$ cat src/pkg/usart_rx_regs.vh
// register offsets, field positions, reset values, format codes and timing counts
// for the serial receive section; definitions only
`ifndef USART_RX_REGS_VH
`define USART_RX_REGS_VH

// register offsets on the plain register port
`define RX_STATUS_OFS   6'h2B
`define DATA_PORT_OFS   6'h2F
`define SYNC_PAT_OFS    6'h27
`define RX_CTRL_OFS     6'h29
`define RX_IRQ_EN_OFS   6'h2A

// status register fields
`define ST_FULL_BIT     7
`define ST_OVR_BIT      6
`define ST_PAR_BIT      5
`define ST_FRM_BIT      4
`define ST_FSB_BIT      3
`define ST_MCIP_BIT     2
`define ST_STRIP_BIT    1
`define ST_ON_BIT       0

// control register fields
`define CT_DIV16_BIT    7
`define CT_LEN_HI       6
`define CT_LEN_LO       5
`define CT_FMT_HI       4
`define CT_FMT_LO       3
`define CT_PAR_EN_BIT   2
`define CT_EVEN_BIT     1

// interrupt enable fields
`define IE_FULL_BIT     0
`define IE_ERR_BIT      1

// reset values
`define RX_STATUS_RST   8'h00
`define RX_CTRL_RST     8'h00
`define RX_IRQ_EN_RST   2'h0

// format codes and timing counts
`define FMT_SYNC        2'h0
`define DIV16_LAST      4'hF
`define DIV16_START     4'h7

`endif

$ cat src/verilog/usart_rx.v
// receive half of a serial channel: assembly, one-word buffer, status,
// and two interrupt pulse outputs.
// assumes rx_clk and ser_in come from outside clk_sys; the register port
// is on clk_sys and reads answer one cycle later.
//
// Functional notes
// - shift bits into 8-bit register; move to buffer only when buffer empty.
// - each buffer load sets the full flag and raises full interrupt if enabled and not sent to the error channel.
// - data register read returns buffer and clears the full flag.
// - status latched at load, frozen until read; match/in-progress bit may change.
// - two interrupt channels, full and error; flags behave alike either way.
// - one interrupt per character; errors go to error channel if enabled.
// - status at 2B: full,overrun,parity,frame,found/break,match/cip,strip,enable.
// - word ready while full sets overrun; cleared by status read or reset.
// - parity flag reflects the parity check of the buffered character.
// - async frame flag set when non-zero character lacks its stop bit.
// - sync: found bit zero means search; match sets it and starts counting.
// - async break flag stays until a one arrives and status is read.
// - sync match bit set when buffered character equals the sync pattern.
// - async in-progress bit set at start bit, cleared at stop bit.
// - with strip set, sync-pattern characters are discarded silently.
// - software enables after receive clock runs; turnaround sets enable.
// - break while buffer full does not set overrun; break shows after read.
// - word then break while full: both break and overrun set after read.
// - length code 00..11 selects eight, seven, six or five data bits.
// - format code 00 sync; 01,10,11 async with 1, 1.5, 2 stop bits.
// - interrupts are edge events; a disabled channel never recalls an event.
`include "usart_rx_regs.vh"
`default_nettype none

module usart_rx (
   // clock and reset
   input  wire       clk_sys,
   input  wire       reset,
   // serial side
   input  wire       rx_clk,
   input  wire       ser_in,
   // transmitter turnaround event
   input  wire       tx_turnaround,
   // register port
   input  wire [5:0] reg_addr,
   input  wire [7:0] reg_wdata,
   input  wire       reg_wr,
   input  wire       reg_rd,
   output reg  [7:0] reg_rdata,
   // interrupt pulses
   output reg        irq_full,
   output reg        irq_err
);

   localparam ST_IDLE  = 5'b00001;
   localparam ST_DATA  = 5'b00100;
   localparam ST_PAR   = 5'b01000;
   localparam ST_STOP  = 5'b10000;

   // synchronisers: first stage feeds only the second
   reg       rclk_s1_r;
   reg       rclk_s2_r;
   reg       rclk_s3_r;
   reg       si_s1_r;
   reg       si_s2_r;

   // configuration
   reg [7:0] ctrl_r;
   reg [1:0] irq_en_r;
   reg [7:0] pat_r;

   // status and buffer
   reg       bf_r;
   reg       oe_r;
   reg       pe_r;
   reg       fe_r;
   reg       fsb_r;
   reg       match_r;
   reg       ss_r;
   reg       re_r;
   reg [7:0] buf_r;
   reg       brk_pend_r;
   reg       oe_pend_r;
   reg       brk_ack_r;
   reg       mark_r;

   // assembler
   reg [4:0] st_r;
   reg [3:0] phase_r;
   reg [2:0] cnt_r;
   reg [7:0] sh_r;
   reg       pbit_r;
   reg       cip_r;
   reg       done_r;
   reg       found_r;
   reg [7:0] cdata_r;
   reg       cpe_r;
   reg       cfe_r;
   reg       cbrk_r;
   reg       cmatch_r;

   wire [1:0] len_code = ctrl_r[`CT_LEN_HI:`CT_LEN_LO];
   wire       sync_md  = ctrl_r[`CT_FMT_HI:`CT_FMT_LO] == `FMT_SYNC;
   wire       div16    = ctrl_r[`CT_DIV16_BIT];
   wire       par_en   = ctrl_r[`CT_PAR_EN_BIT];
   wire       even     = ctrl_r[`CT_EVEN_BIT];
   wire [2:0] last_bit = 3'h7 - {1'b0, len_code};

   // right-justify the last n received bits
   function [7:0] aln;
      input [7:0] x;
      input [1:0] c;
      begin
         case (c)
            2'h0:    aln = x;
            2'h1:    aln = {1'b0, x[7:1]};
            2'h2:    aln = {2'b0, x[7:2]};
            default: aln = {3'b0, x[7:3]};
         endcase
      end
   endfunction

   wire       rise    = rclk_s2_r & ~rclk_s3_r;
   wire       samp    = div16 ? (rise && phase_r == `DIV16_LAST) : rise;
   wire [7:0] nxt_sh  = {si_s2_r, sh_r[7:1]};
   wire       held    = (st_r == ST_PAR) || (st_r == ST_STOP);
   wire [7:0] data_nw = aln(held ? sh_r : nxt_sh, len_code);
   wire       pbit    = (st_r == ST_STOP) ? pbit_r : si_s2_r;
   wire       par_bad = par_en & ((^data_nw) ^ pbit ^ ~even);
   wire       is_pat  = data_nw == pat_r;

   // sampling of the receive clock and serial line
   always @(posedge clk_sys or posedge reset) begin
      if (reset) begin
         rclk_s1_r <= 1'b0;
         rclk_s2_r <= 1'b0;
         rclk_s3_r <= 1'b0;
         si_s1_r   <= 1'b1;
         si_s2_r   <= 1'b1;
      end else begin
         rclk_s1_r <= rx_clk;
         rclk_s2_r <= rclk_s1_r;
         rclk_s3_r <= rclk_s2_r;
         si_s1_r   <= ser_in;
         si_s2_r   <= si_s1_r;
      end
   end

   // character assembly; results leave as a one-cycle done pulse
   always @(posedge clk_sys or posedge reset) begin
      if (reset) begin
         st_r     <= ST_IDLE;
         phase_r  <= 4'h0;
         cnt_r    <= 3'h0;
         sh_r     <= 8'h00;
         pbit_r   <= 1'b0;
         cip_r    <= 1'b0;
         done_r   <= 1'b0;
         found_r  <= 1'b0;
         cdata_r  <= 8'h00;
         cpe_r    <= 1'b0;
         cfe_r    <= 1'b0;
         cbrk_r   <= 1'b0;
         cmatch_r <= 1'b0;
      end else begin
         done_r  <= 1'b0;
         found_r <= 1'b0;
         if (!re_r) begin
            // disabled receiver holds still
            st_r    <= ST_IDLE;
            phase_r <= 4'h0;
            cip_r   <= 1'b0;
         end else if (sync_md) begin
            cip_r <= 1'b0;
            if (rise) begin
               phase_r <= phase_r + 4'h1;
            end
            if (samp) begin
               case (st_r)
                  ST_DATA: begin
                     sh_r  <= nxt_sh;
                     cnt_r <= cnt_r + 3'h1;
                     if (cnt_r == last_bit) begin
                        cnt_r <= 3'h0;
                        if (par_en) begin
                           st_r <= ST_PAR;
                        end else begin
                           done_r   <= 1'b1;
                           cdata_r  <= data_nw;
                           cpe_r    <= 1'b0;
                           cmatch_r <= is_pat;
                        end
                     end
                  end
                  ST_PAR: begin
                     st_r     <= ST_DATA;
                     done_r   <= 1'b1;
                     cdata_r  <= data_nw;
                     cpe_r    <= par_bad;
                     cmatch_r <= is_pat;
                  end
                  default: begin
                     // search: compare every bit position, counter kept at zero
                     sh_r  <= nxt_sh;
                     cnt_r <= 3'h0;
                     if (!fsb_r && is_pat) begin
                        found_r <= 1'b1;
                        st_r    <= ST_DATA;
                     end
                  end
               endcase
            end
            if (!fsb_r && !found_r && st_r != ST_IDLE) begin
               st_r <= ST_IDLE;                   // back to search
            end
            cfe_r  <= 1'b0;
            cbrk_r <= 1'b0;
         end else begin
            case (st_r)
               ST_IDLE: begin
                  if (si_s2_r) begin
                     phase_r <= 4'h0;
                  end else if (rise) begin
                     phase_r <= phase_r + 4'h1;
                     // div16 wants the low level held to mid bit
                     if (!div16 || phase_r == `DIV16_START) begin
                        st_r    <= ST_DATA;
                        phase_r <= 4'h0;
                        cnt_r   <= 3'h0;
                        cip_r   <= 1'b1;
                     end
                  end
               end
               ST_DATA: begin
                  if (rise) begin
                     phase_r <= phase_r + 4'h1;
                  end
                  if (samp) begin
                     sh_r  <= nxt_sh;
                     cnt_r <= cnt_r + 3'h1;
                     if (cnt_r == last_bit) begin
                        st_r <= par_en ? ST_PAR : ST_STOP;
                     end
                  end
               end
               ST_PAR: begin
                  if (rise) begin
                     phase_r <= phase_r + 4'h1;
                  end
                  if (samp) begin
                     pbit_r <= si_s2_r;
                     st_r   <= ST_STOP;
                  end
               end
               ST_STOP: begin
                  if (rise) begin
                     phase_r <= phase_r + 4'h1;
                  end
                  // only the first stop bit is checked; further stop
                  // time is absorbed by the idle hunt for a start bit
                  if (samp) begin
                     st_r     <= ST_IDLE;
                     phase_r  <= 4'h0;
                     cip_r    <= 1'b0;
                     done_r   <= 1'b1;
                     cdata_r  <= data_nw;
                     cpe_r    <= par_bad;
                     cfe_r    <= !si_s2_r && data_nw != 8'h00;
                     cbrk_r   <= !si_s2_r && data_nw == 8'h00 && !(par_en && pbit_r);
                     cmatch_r <= 1'b0;
                  end
               end
               default: begin
                  st_r <= ST_IDLE;
               end
            endcase
         end
      end
   end

   // register port decode
   wire wr_st   = reg_wr && reg_addr == `RX_STATUS_OFS;
   wire rd_st   = reg_rd && reg_addr == `RX_STATUS_OFS;
   wire rd_dat  = reg_rd && reg_addr == `DATA_PORT_OFS;
   wire strip   = sync_md && ss_r && cmatch_r;
   wire take    = done_r && re_r && !strip;
   wire bf_busy = bf_r && !rd_dat;
   wire ld_brk  = rd_dat && brk_pend_r;
   wire ld_new  = take && !bf_busy && !ld_brk;
   wire c_err   = cpe_r || cfe_r || cbrk_r;
   wire ovr_ev  = take && (bf_busy || ld_brk) && !cbrk_r;

   // buffer, status flags and interrupt pulses
   always @(posedge clk_sys or posedge reset) begin
      if (reset) begin
         bf_r       <= 1'b0;
         oe_r       <= 1'b0;
         pe_r       <= 1'b0;
         fe_r       <= 1'b0;
         fsb_r      <= 1'b0;
         match_r    <= 1'b0;
         ss_r       <= 1'b0;
         re_r       <= 1'b0;
         buf_r      <= 8'h00;
         brk_pend_r <= 1'b0;
         oe_pend_r  <= 1'b0;
         brk_ack_r  <= 1'b0;
         mark_r     <= 1'b0;
         irq_full   <= 1'b0;
         irq_err    <= 1'b0;
      end else begin
         irq_full <= 1'b0;
         irq_err  <= 1'b0;                          // pulses only, nothing kept
         if (wr_st) begin
            ss_r <= reg_wdata[`ST_STRIP_BIT];
            re_r <= reg_wdata[`ST_ON_BIT];
            if (sync_md) begin
               fsb_r <= reg_wdata[`ST_FSB_BIT];     // zero forces search
            end
         end
         if (tx_turnaround) begin
            re_r <= 1'b1;
         end
         if (rd_dat) begin
            bf_r      <= 1'b0;
            oe_pend_r <= 1'b0;
         end
         if (rd_st) begin
            oe_r <= 1'b0;
            if (!sync_md && fsb_r) begin
               brk_ack_r <= 1'b1;
            end
         end
         if (!sync_md && fsb_r && si_s2_r) begin
            mark_r <= 1'b1;
         end
         // break clears after a one bit and a status read
         if (!sync_md && fsb_r && mark_r && brk_ack_r && !ld_brk) begin
            fsb_r     <= 1'b0;
            mark_r    <= 1'b0;
            brk_ack_r <= 1'b0;
         end
         if (found_r && re_r) begin
            fsb_r <= 1'b1;
            if (irq_en_r[`IE_ERR_BIT]) begin
               irq_err <= 1'b1;
            end
         end
         if (ld_brk) begin
            // deferred break delivered once the buffer frees
            bf_r       <= 1'b1;
            buf_r      <= 8'h00;
            pe_r       <= 1'b0;
            fe_r       <= 1'b0;
            fsb_r      <= 1'b1;
            mark_r     <= 1'b0;
            brk_ack_r  <= 1'b0;
            brk_pend_r <= 1'b0;
            oe_pend_r  <= 1'b0;
            if (oe_pend_r) begin
               oe_r <= 1'b1;
            end
            if (irq_en_r[`IE_ERR_BIT]) begin
               irq_err <= 1'b1;
            end else if (irq_en_r[`IE_FULL_BIT]) begin
               irq_full <= 1'b1;
            end
         end
         if (take && cbrk_r && bf_busy) begin
            brk_pend_r <= 1'b1;
         end
         if (ovr_ev) begin
            // buffer and latched flags stay; set wins over a status read
            oe_r      <= 1'b1;
            // lost word is remembered so a later deferred break repeats it
            oe_pend_r <= 1'b1;
            if (irq_en_r[`IE_ERR_BIT]) begin
               irq_err <= 1'b1;
            end else if (irq_en_r[`IE_FULL_BIT]) begin
               irq_full <= 1'b1;
            end
         end
         if (ld_new) begin
            // latch word and its flags, frozen until the data read
            bf_r    <= 1'b1;
            buf_r   <= cdata_r;
            pe_r    <= cpe_r;
            fe_r    <= cfe_r;
            match_r <= cmatch_r;
            if (!sync_md) begin
               fsb_r     <= cbrk_r;
               mark_r    <= 1'b0;
               brk_ack_r <= 1'b0;
            end
            // one pulse per character
            if (c_err && irq_en_r[`IE_ERR_BIT]) begin
               irq_err <= 1'b1;
            end else if (irq_en_r[`IE_FULL_BIT]) begin
               irq_full <= 1'b1;
            end
         end
      end
   end

   // configuration writes; pattern masked to the length in force
   always @(posedge clk_sys or posedge reset) begin
      if (reset) begin
         ctrl_r   <= `RX_CTRL_RST;
         irq_en_r <= `RX_IRQ_EN_RST;
         pat_r    <= 8'h00;
      end else if (reg_wr) begin
         case (reg_addr)
            `RX_CTRL_OFS:   ctrl_r   <= reg_wdata;
            `RX_IRQ_EN_OFS: irq_en_r <= reg_wdata[1:0];
            `SYNC_PAT_OFS:  pat_r    <= aln(8'hFF, len_code) & reg_wdata;
            default:        ctrl_r   <= ctrl_r;
         endcase
      end
   end

   // read data stands in the cycle after the strobe; unmapped reads zero
   always @(posedge clk_sys or posedge reset) begin
      if (reset) begin
         reg_rdata <= 8'h00;
      end else if (reg_rd) begin
         case (reg_addr)
            `RX_STATUS_OFS: reg_rdata <= {bf_r, oe_r, pe_r, fe_r, fsb_r,
                                          sync_md ? match_r : cip_r,
                                          ss_r, re_r};
            `DATA_PORT_OFS: reg_rdata <= buf_r;
            `SYNC_PAT_OFS:  reg_rdata <= pat_r;
            `RX_CTRL_OFS:   reg_rdata <= ctrl_r;
            `RX_IRQ_EN_OFS: reg_rdata <= {6'h00, irq_en_r};
            default:        reg_rdata <= 8'h00;
         endcase
      end else begin
         reg_rdata <= 8'h00;
      end
   end

endmodule

`default_nettype wire

$ cat config.mk
export PLATFORM = sky130hd
export DESIGN_NAME = usart_rx
export DESIGN_NICKNAME = d
export VERILOG_FILES = /design/src/verilog/usart_rx.v
export VERILOG_INCLUDE_DIRS = /design/src /design/src/pkg
export SDC_FILE = /design/constraint.sdc
export NUM_CORES = 1
export LEC_CHECK = 0
export CAP_MARGIN = 10
export CORE_MARGIN = 4
export CORE_UTILIZATION = 58
export CTS_CLUSTER_DIAMETER = 200
export CTS_CLUSTER_SIZE = 10
export DETAILED_ROUTE_END_ITERATION = 10
export DONT_BUFFER_PORTS = 1
export PLACE_DENSITY = 0.76
export SYNTH_ARGS = -nofsm -noshare
export SYNTH_HDL_FRONTEND = slang
export SYNTH_SLANG_ARGS = --single-unit
$ cat constraint.sdc
create_clock -name clk_sys -period 2.7 [get_ports clk_sys]
set_input_delay 0.27 -clock clk_sys [delete_from_list [all_inputs] [get_ports clk_sys]]
set_output_delay 0.27 -clock clk_sys [all_outputs]
set_load 0.01 [all_outputs]
Yosys cells after proc, flatten, opt, wreduce, memory -nomap -nowiden. Cells that the tools add are included.

Mux-type cells: 147. Bitwise gates (word level): 8. Reductions and logical operators: 72. Equality and inequality tests: 39. $add $sub $neg: 3.

Operators by type and width (number): 8-bit 2-to-1 mux (17); 1-bit 2-to-1 mux (88); 5-bit 2-to-1 mux (15); 8-bit case mux with 3 select lines (2); 8-bit case mux with 5 select lines (1); 6-bit equality test, second input constant (5); 1-bit logical AND (30); 4-bit 2-to-1 mux (7); 4-bit inequality test, second input constant (7); 3-bit 2-to-1 mux (7); 5-bit case mux with 4 select lines (1); 8-bit case mux with 2 select lines (1); 3-bit inequality test, second input constant (5); 3-bit case mux with 2 select lines (2); 4-bit case mux with 3 select lines (1); 2-bit nonzero test (6); 1-bit zero test (11); 11-bit AND reduction (1); 5-bit inequality test, second input constant (2); 5-bit case mux with 2 select lines (1); 3-bit nonzero test (3); 8-bit AND (1); 8-bit equality test (1); 8-bit zero test (1); other kinds (36) (53).

Word-level logic and storage cells: 306. Bits in registers: 89. Output and inout port bits: 10. Input bits: 21.

Logic depth before layout (Yosys ltp).
Depth in word-level cells: 12. Gate-level depth with buffers: 13.

Worst setup path after synthesis. No wires, ideal clock.

Path type: register to register. Start: register st_r[2]. End: register cpe_r. Data arrival time: 2712 ps. Slack: -113 ps. Path buffers: 1. Clock period less this slack: 2813 ps. Data required time: 2599 ps. Stages on the path, launching flop included: 13. Setup time: 101 ps. Cell sequence: dfrtp_1 or2_0 clkbuf_1 o21ai_2 o22ai_1 or3_1 and2_1 ha_1 xnor2_1 xnor2_1 xnor2_1 xnor2_1 o32ai_1.

Cells in the longest elaborated chain, start to end: 11. Elaborated cells between the ends (all ways): 21. Classes of those cells: eq/ne (6); mux (8); bitwise (3); reduce/logical (4).

Ends and longest elaborated chain: start: declaration (line usart_rx.v:84) `reg [4:0] st_r;`; start signal: assignment (line usart_rx.v:238) `st_r <= par_en ? ST_PAR : ST_STOP;`; 5-bit by 4-bit equality test with 1-bit output / 5-bit equality test (equally long branches); 1-bit logical OR (line usart_rx.v:122) `wire held = (st_r == ST_PAR) || (st_r == ST_STOP);`; 8-bit 2-to-1 mux (line usart_rx.v:123) `wire [7:0] data_nw = aln(held ? sh_r : nxt_sh, len_code);`; 8-bit case mux with 3 select lines (line usart_rx.v:110) `case (c)`; 8-bit parity (line usart_rx.v:125) `wire par_bad = par_en & ((^data_nw) ^ pbit ^ ~even);`; 1-bit XOR (2 in a row) (line usart_rx.v:125); 1-bit AND (line usart_rx.v:125); 1-bit case mux with 2 select lines / 1-bit 2-to-1 mux (equally long branches) (line usart_rx.v:175, usart_rx.v:257); 1-bit 2-to-1 mux (on tied branches) (line usart_rx.v:174, usart_rx.v:215); 1-bit 2-to-1 mux (line usart_rx.v:169) `end else if (sync_md) begin`; end signal: assignment (line usart_rx.v:195) `cpe_r <= par_bad;`; end signal: assignment (line usart_rx.v:263) `cpe_r <= par_bad;`; end: declaration (line usart_rx.v:93) `reg cpe_r;`.

Parallel ways exist; a longest one is shown, timed or not. The select of a mux whose other input is x is not followed. A chain may end at the register's enable or synchronous reset.

Worst setup path in the final report.
Start: register st_r[0]. End: register cpe_r.

The elaborated chain is that of the path after synthesis.

==> key figures <==
Outcome
  – Status: finished with violations
  – Violated checks: negative setup slack

Critical path
  – Crit Path Class: reg -> reg
  – CP cell instances: or2_1, buf_6, nor3_4, nor3_2, or2_1, nor2_1, a31oi_1, ha_1, xnor2_2, xnor2_1, xnor2_1, xnor2_1, o32ai_2
  – CP startpoint kind: flop
  – CP max stage delay: 0.40 ns
  – Data required, critical path: 2.97 ns
  – CP Buf/Inv Count: 1
  – Critical path arrival: 3.07 ns
  – Critical-path maximum fanout: 6
  – CP Capture Type: flop
  – Critical Path Most Common Cell: xnor2_1
  – CP top delay family: simple AND/OR/NAND/NOR gates
  – Slowest-stage cell, CP: dfstp_2

Global routing
  – Number of global-route vias before repair: 4,075
  – Antenna violations before repair: 0
  – Largest net degree at the start of global routing: 50
  – Overall routing resource usage: 0.265
  – First-pass GRT wire length: 20,700 um
  – Gr ovfl total: 0

Timing
  – Slew @ Worst Pin: 0.719 ns
  – Crit path time final: 2.80 ns
  – Worst clock skew: 0.0112 ns
  – Final worst slack: -0.104 ns
  – RSZ-0062 raised after global routing: yes
  – Hold WS: 0.0467 ns
  – Slew Viols, Final: 0
  – FMAX: 357 MHz
  – Final setup violation count: 1
  – Final hold vios: 0
  – Final Cycle Share: 1.04
  – Slew headroom: 0.520

Floorplan
  – # IOs: 31
  – Core area: 8220 um2
  – Die area: 9990 um2
  – Initial Util: 0.597
  – Die height: 100 um
  – Die W: 100 um
  – Rows: 33

Routing
  – Routed Antenna Nets: 0
  – Wirelength, routed: 13,400 um
  – First-pass detailed-route iteration total: 6
  – Routed wire length on met3: 851 um
  – Top sig layer: met4
  – Met1 WL: 5640 um
  – Wire per inst: 20.4 um
  – Via density: 6.61
  – Initial DRC Count: 340
  – Routed wl met2: 6350 um
  – Vias: 4,338
  – DRC violations left: 0

Pwr
  – Cell area power density: 874 nW/um2
  – Leakage power: 0.00244 uW
  – Peak supply drop: 0.501 mV

Synth
  – Post-Syn Area: 4900 um2
  – Post-Synth Simple-Gate Area: 0.179
  – Yosys reg bits: 88
  – Synthesis warning total: 0
  – Synth Area in Compound Gates: 0.221
  – Syn_nets: 526
  – Synthesized area per cell: 9.83 um2
  – Multiplexer share of the synthesized area: 0.0773
  – Main combinational cell family by area after synthesis: compound AO/OA/AOI/OAI gates
  – Netlist cell types: 76
  – Synth Area in Adders: 0.0153
  – Synth async-reset ratio: 1.00
  – Top FF cell, synth: dfrtp_1
  – Post-synth EDFFs: 0
  – Cells after synthesis: 499
  – Post-synthesis sequential area ratio: 0.450
  – Post-Synth XOR/XNOR Area: 0.0265

Finish
  – Final #Nets: 573
  – Diode count: 0
  – Design area: 5820 um2
  – Area grow syn2layout: 18.6%
  – Share of cells above drive strength 1: 0.272

Placed design
  – Dpl ws: -0.142 ns
  – Placed Area: 5400 um2
  – IO buf count: 0
  – Detailed Place HPWL: 9510 um
  – Final GP Congestion: 0.942

Clock tree
  – Clk sinks: 88
  – CTS H-tree depth: 3
  – Max Buffers Root-to-Sink: 2
  – CTS tree: built
  – Clock latency on the worst-skew pair: 0.36 ns
  – CTS root buffer: clkbuf_8
  – Clk slew on worst S/H paths: 0.10 ns
  – CTS Buf Count: 9

Flow run
  – Max-cap violations: 0

Hold path
  – Hold Crit Class: in -> reg
==> worst reg2reg max path, stage by stage, from the launching register on <==
cell and delay (ns):
dfstp_2 0.40, or2_1 0.23, buf_6 0.14, nor3_4 0.26, nor3_2 0.08, or2_1 0.24
nor2_1 0.11, a31oi_1 0.07, ha_1 0.35, xnor2_2 0.15, xnor2_1 0.19, xnor2_1 0.15
xnor2_1 0.10, o32ai_2 0.25
==> cell families (layout without fill, tap and decap cells) <==
group | Yosys count | after routing
simple gates | 168 | 168
compound gates | 149 | 149
flops | 88 | 88
buf+inv | 40 | 92
mux | 34 | 34
xor+xnor | 14 | 14
fa+ha+maj | 6 | 6
==> registers in the layout (all words and copies together), names as in the netlist, 2 cells and up <==
register   flops
cdata_r        8
reg_rdata      8
buf_r          8
pat_r          8
cnt_r          3
irq_en_r       2
sh_r           8
phase_r        4
st_r           4
ctrl_r         8
==> per-stage QoR <==
step                power [uW]   util  std cells  TNS, ns
global placement          3840  0.657        633  -0.0730
detailed placement        3910  0.657        633   -0.142
global route              5360  0.708        656   -0.304
finish                    5090  0.708        656   -0.104
CTS                       4820  0.688        655   -0.152
floorplan                 3240      -        499        0
==> cells in the mapped netlist, types with 4 or more instances <==
master     instances  area share
a21o_1             4      0.0061
a21oi_1           33       0.034
a22o_1            12       0.021
a22oi_1           15       0.023
a31oi_1            6      0.0077
and2_1             9       0.011
and3_1            10       0.013
clkbuf_1          22       0.017
dfrtp_1           85        0.43
ha_1               6       0.015
inv_1             14       0.011
mux2_2            31       0.071
nand2_1           42       0.032
nand2b_1           4      0.0051
nand3_1           21       0.021
nand3b_1           4      0.0061
nor2_1            29       0.022
nor3_1            20       0.020
o2111ai_1          4      0.0071
o211ai_1           6      0.0092
o21ai_0           22       0.022
or3_1              4      0.0051
xnor2_1            9       0.016
xor2_1             4      0.0071
==> final timing paths <==
check                                  start        end  slack [ns]  cells past startpoint
max in group asynchronous              reset  ctrl_r[4]        1.57                      3
worst max register to register       st_r[0]      cpe_r       -0.10                     13
worst min-delay path            reg_wdata[6]  ctrl_r[6]        0.05                      1
worst max-delay path                 st_r[0]      cpe_r       -0.10                     13
min in group asynchronous              reset  oe_pend_r        0.45                      2
worst min register to register     rclk_s1_r  rclk_s2_r        0.36                      0
==> placed cells by master (no fill, tap or decap), types with 5 or more instances in the layout <==
master	count
and2_1	8
ha_1	5
nor2_1	28
xnor2_1	6
a22oi_1	14
and3_1	10
a21oi_1	31
a22o_1	12
inv_1	13
nand3_1	20
nand2_1	41
dfrtp_1	82
clkbuf_8	10
nor3_1	17
mux2_2	31
a31oi_1	6
buf_4	52
o21ai_0	22
dlygate4sd3_1	5
o211ai_1	6
==> power by group <==
part           internal, uW  switching [uW]  total [uW]
combinational          1150            1160        2310
clock                   370             529         899
sequential             1590             293        1880
total                  3100            1980        5090
==> metal layers <==
metal / up-vias / track usage
met5: - / 0
met4: 0 / 0.102
met3: 46 / 0.0514
met2: 183 / 0.427
met1: 2141 / 0.354
li1: 1968 / -
==> area by class of cell <==
type | instances | area [um2]
Fill cell | 589 | 2400
Inverter | 15 | 57.6
Sequential cell | 88 | 2210
Multi-Input combinational cell | 371 | 2730
Clock inverter | 6 | 50.0
Timing Repair Buffer | 61 | 503
Tap cell | 105 | 131
Clock buffer | 10 | 138
==> repair_timing <==
| item | CTS | global route |
|---|---|---|
| hold buffers | 5 | 0 |
| gates resized for setup | 2 | 29 |
| setup endpoints to repair | 4 | 7 |
| setup buffers | 1 | 2 |
| pin swaps | 1 | 19 |
| endpoints found under the hold margin | 40 | 0 |
Power figures use the tool's default switching activity.
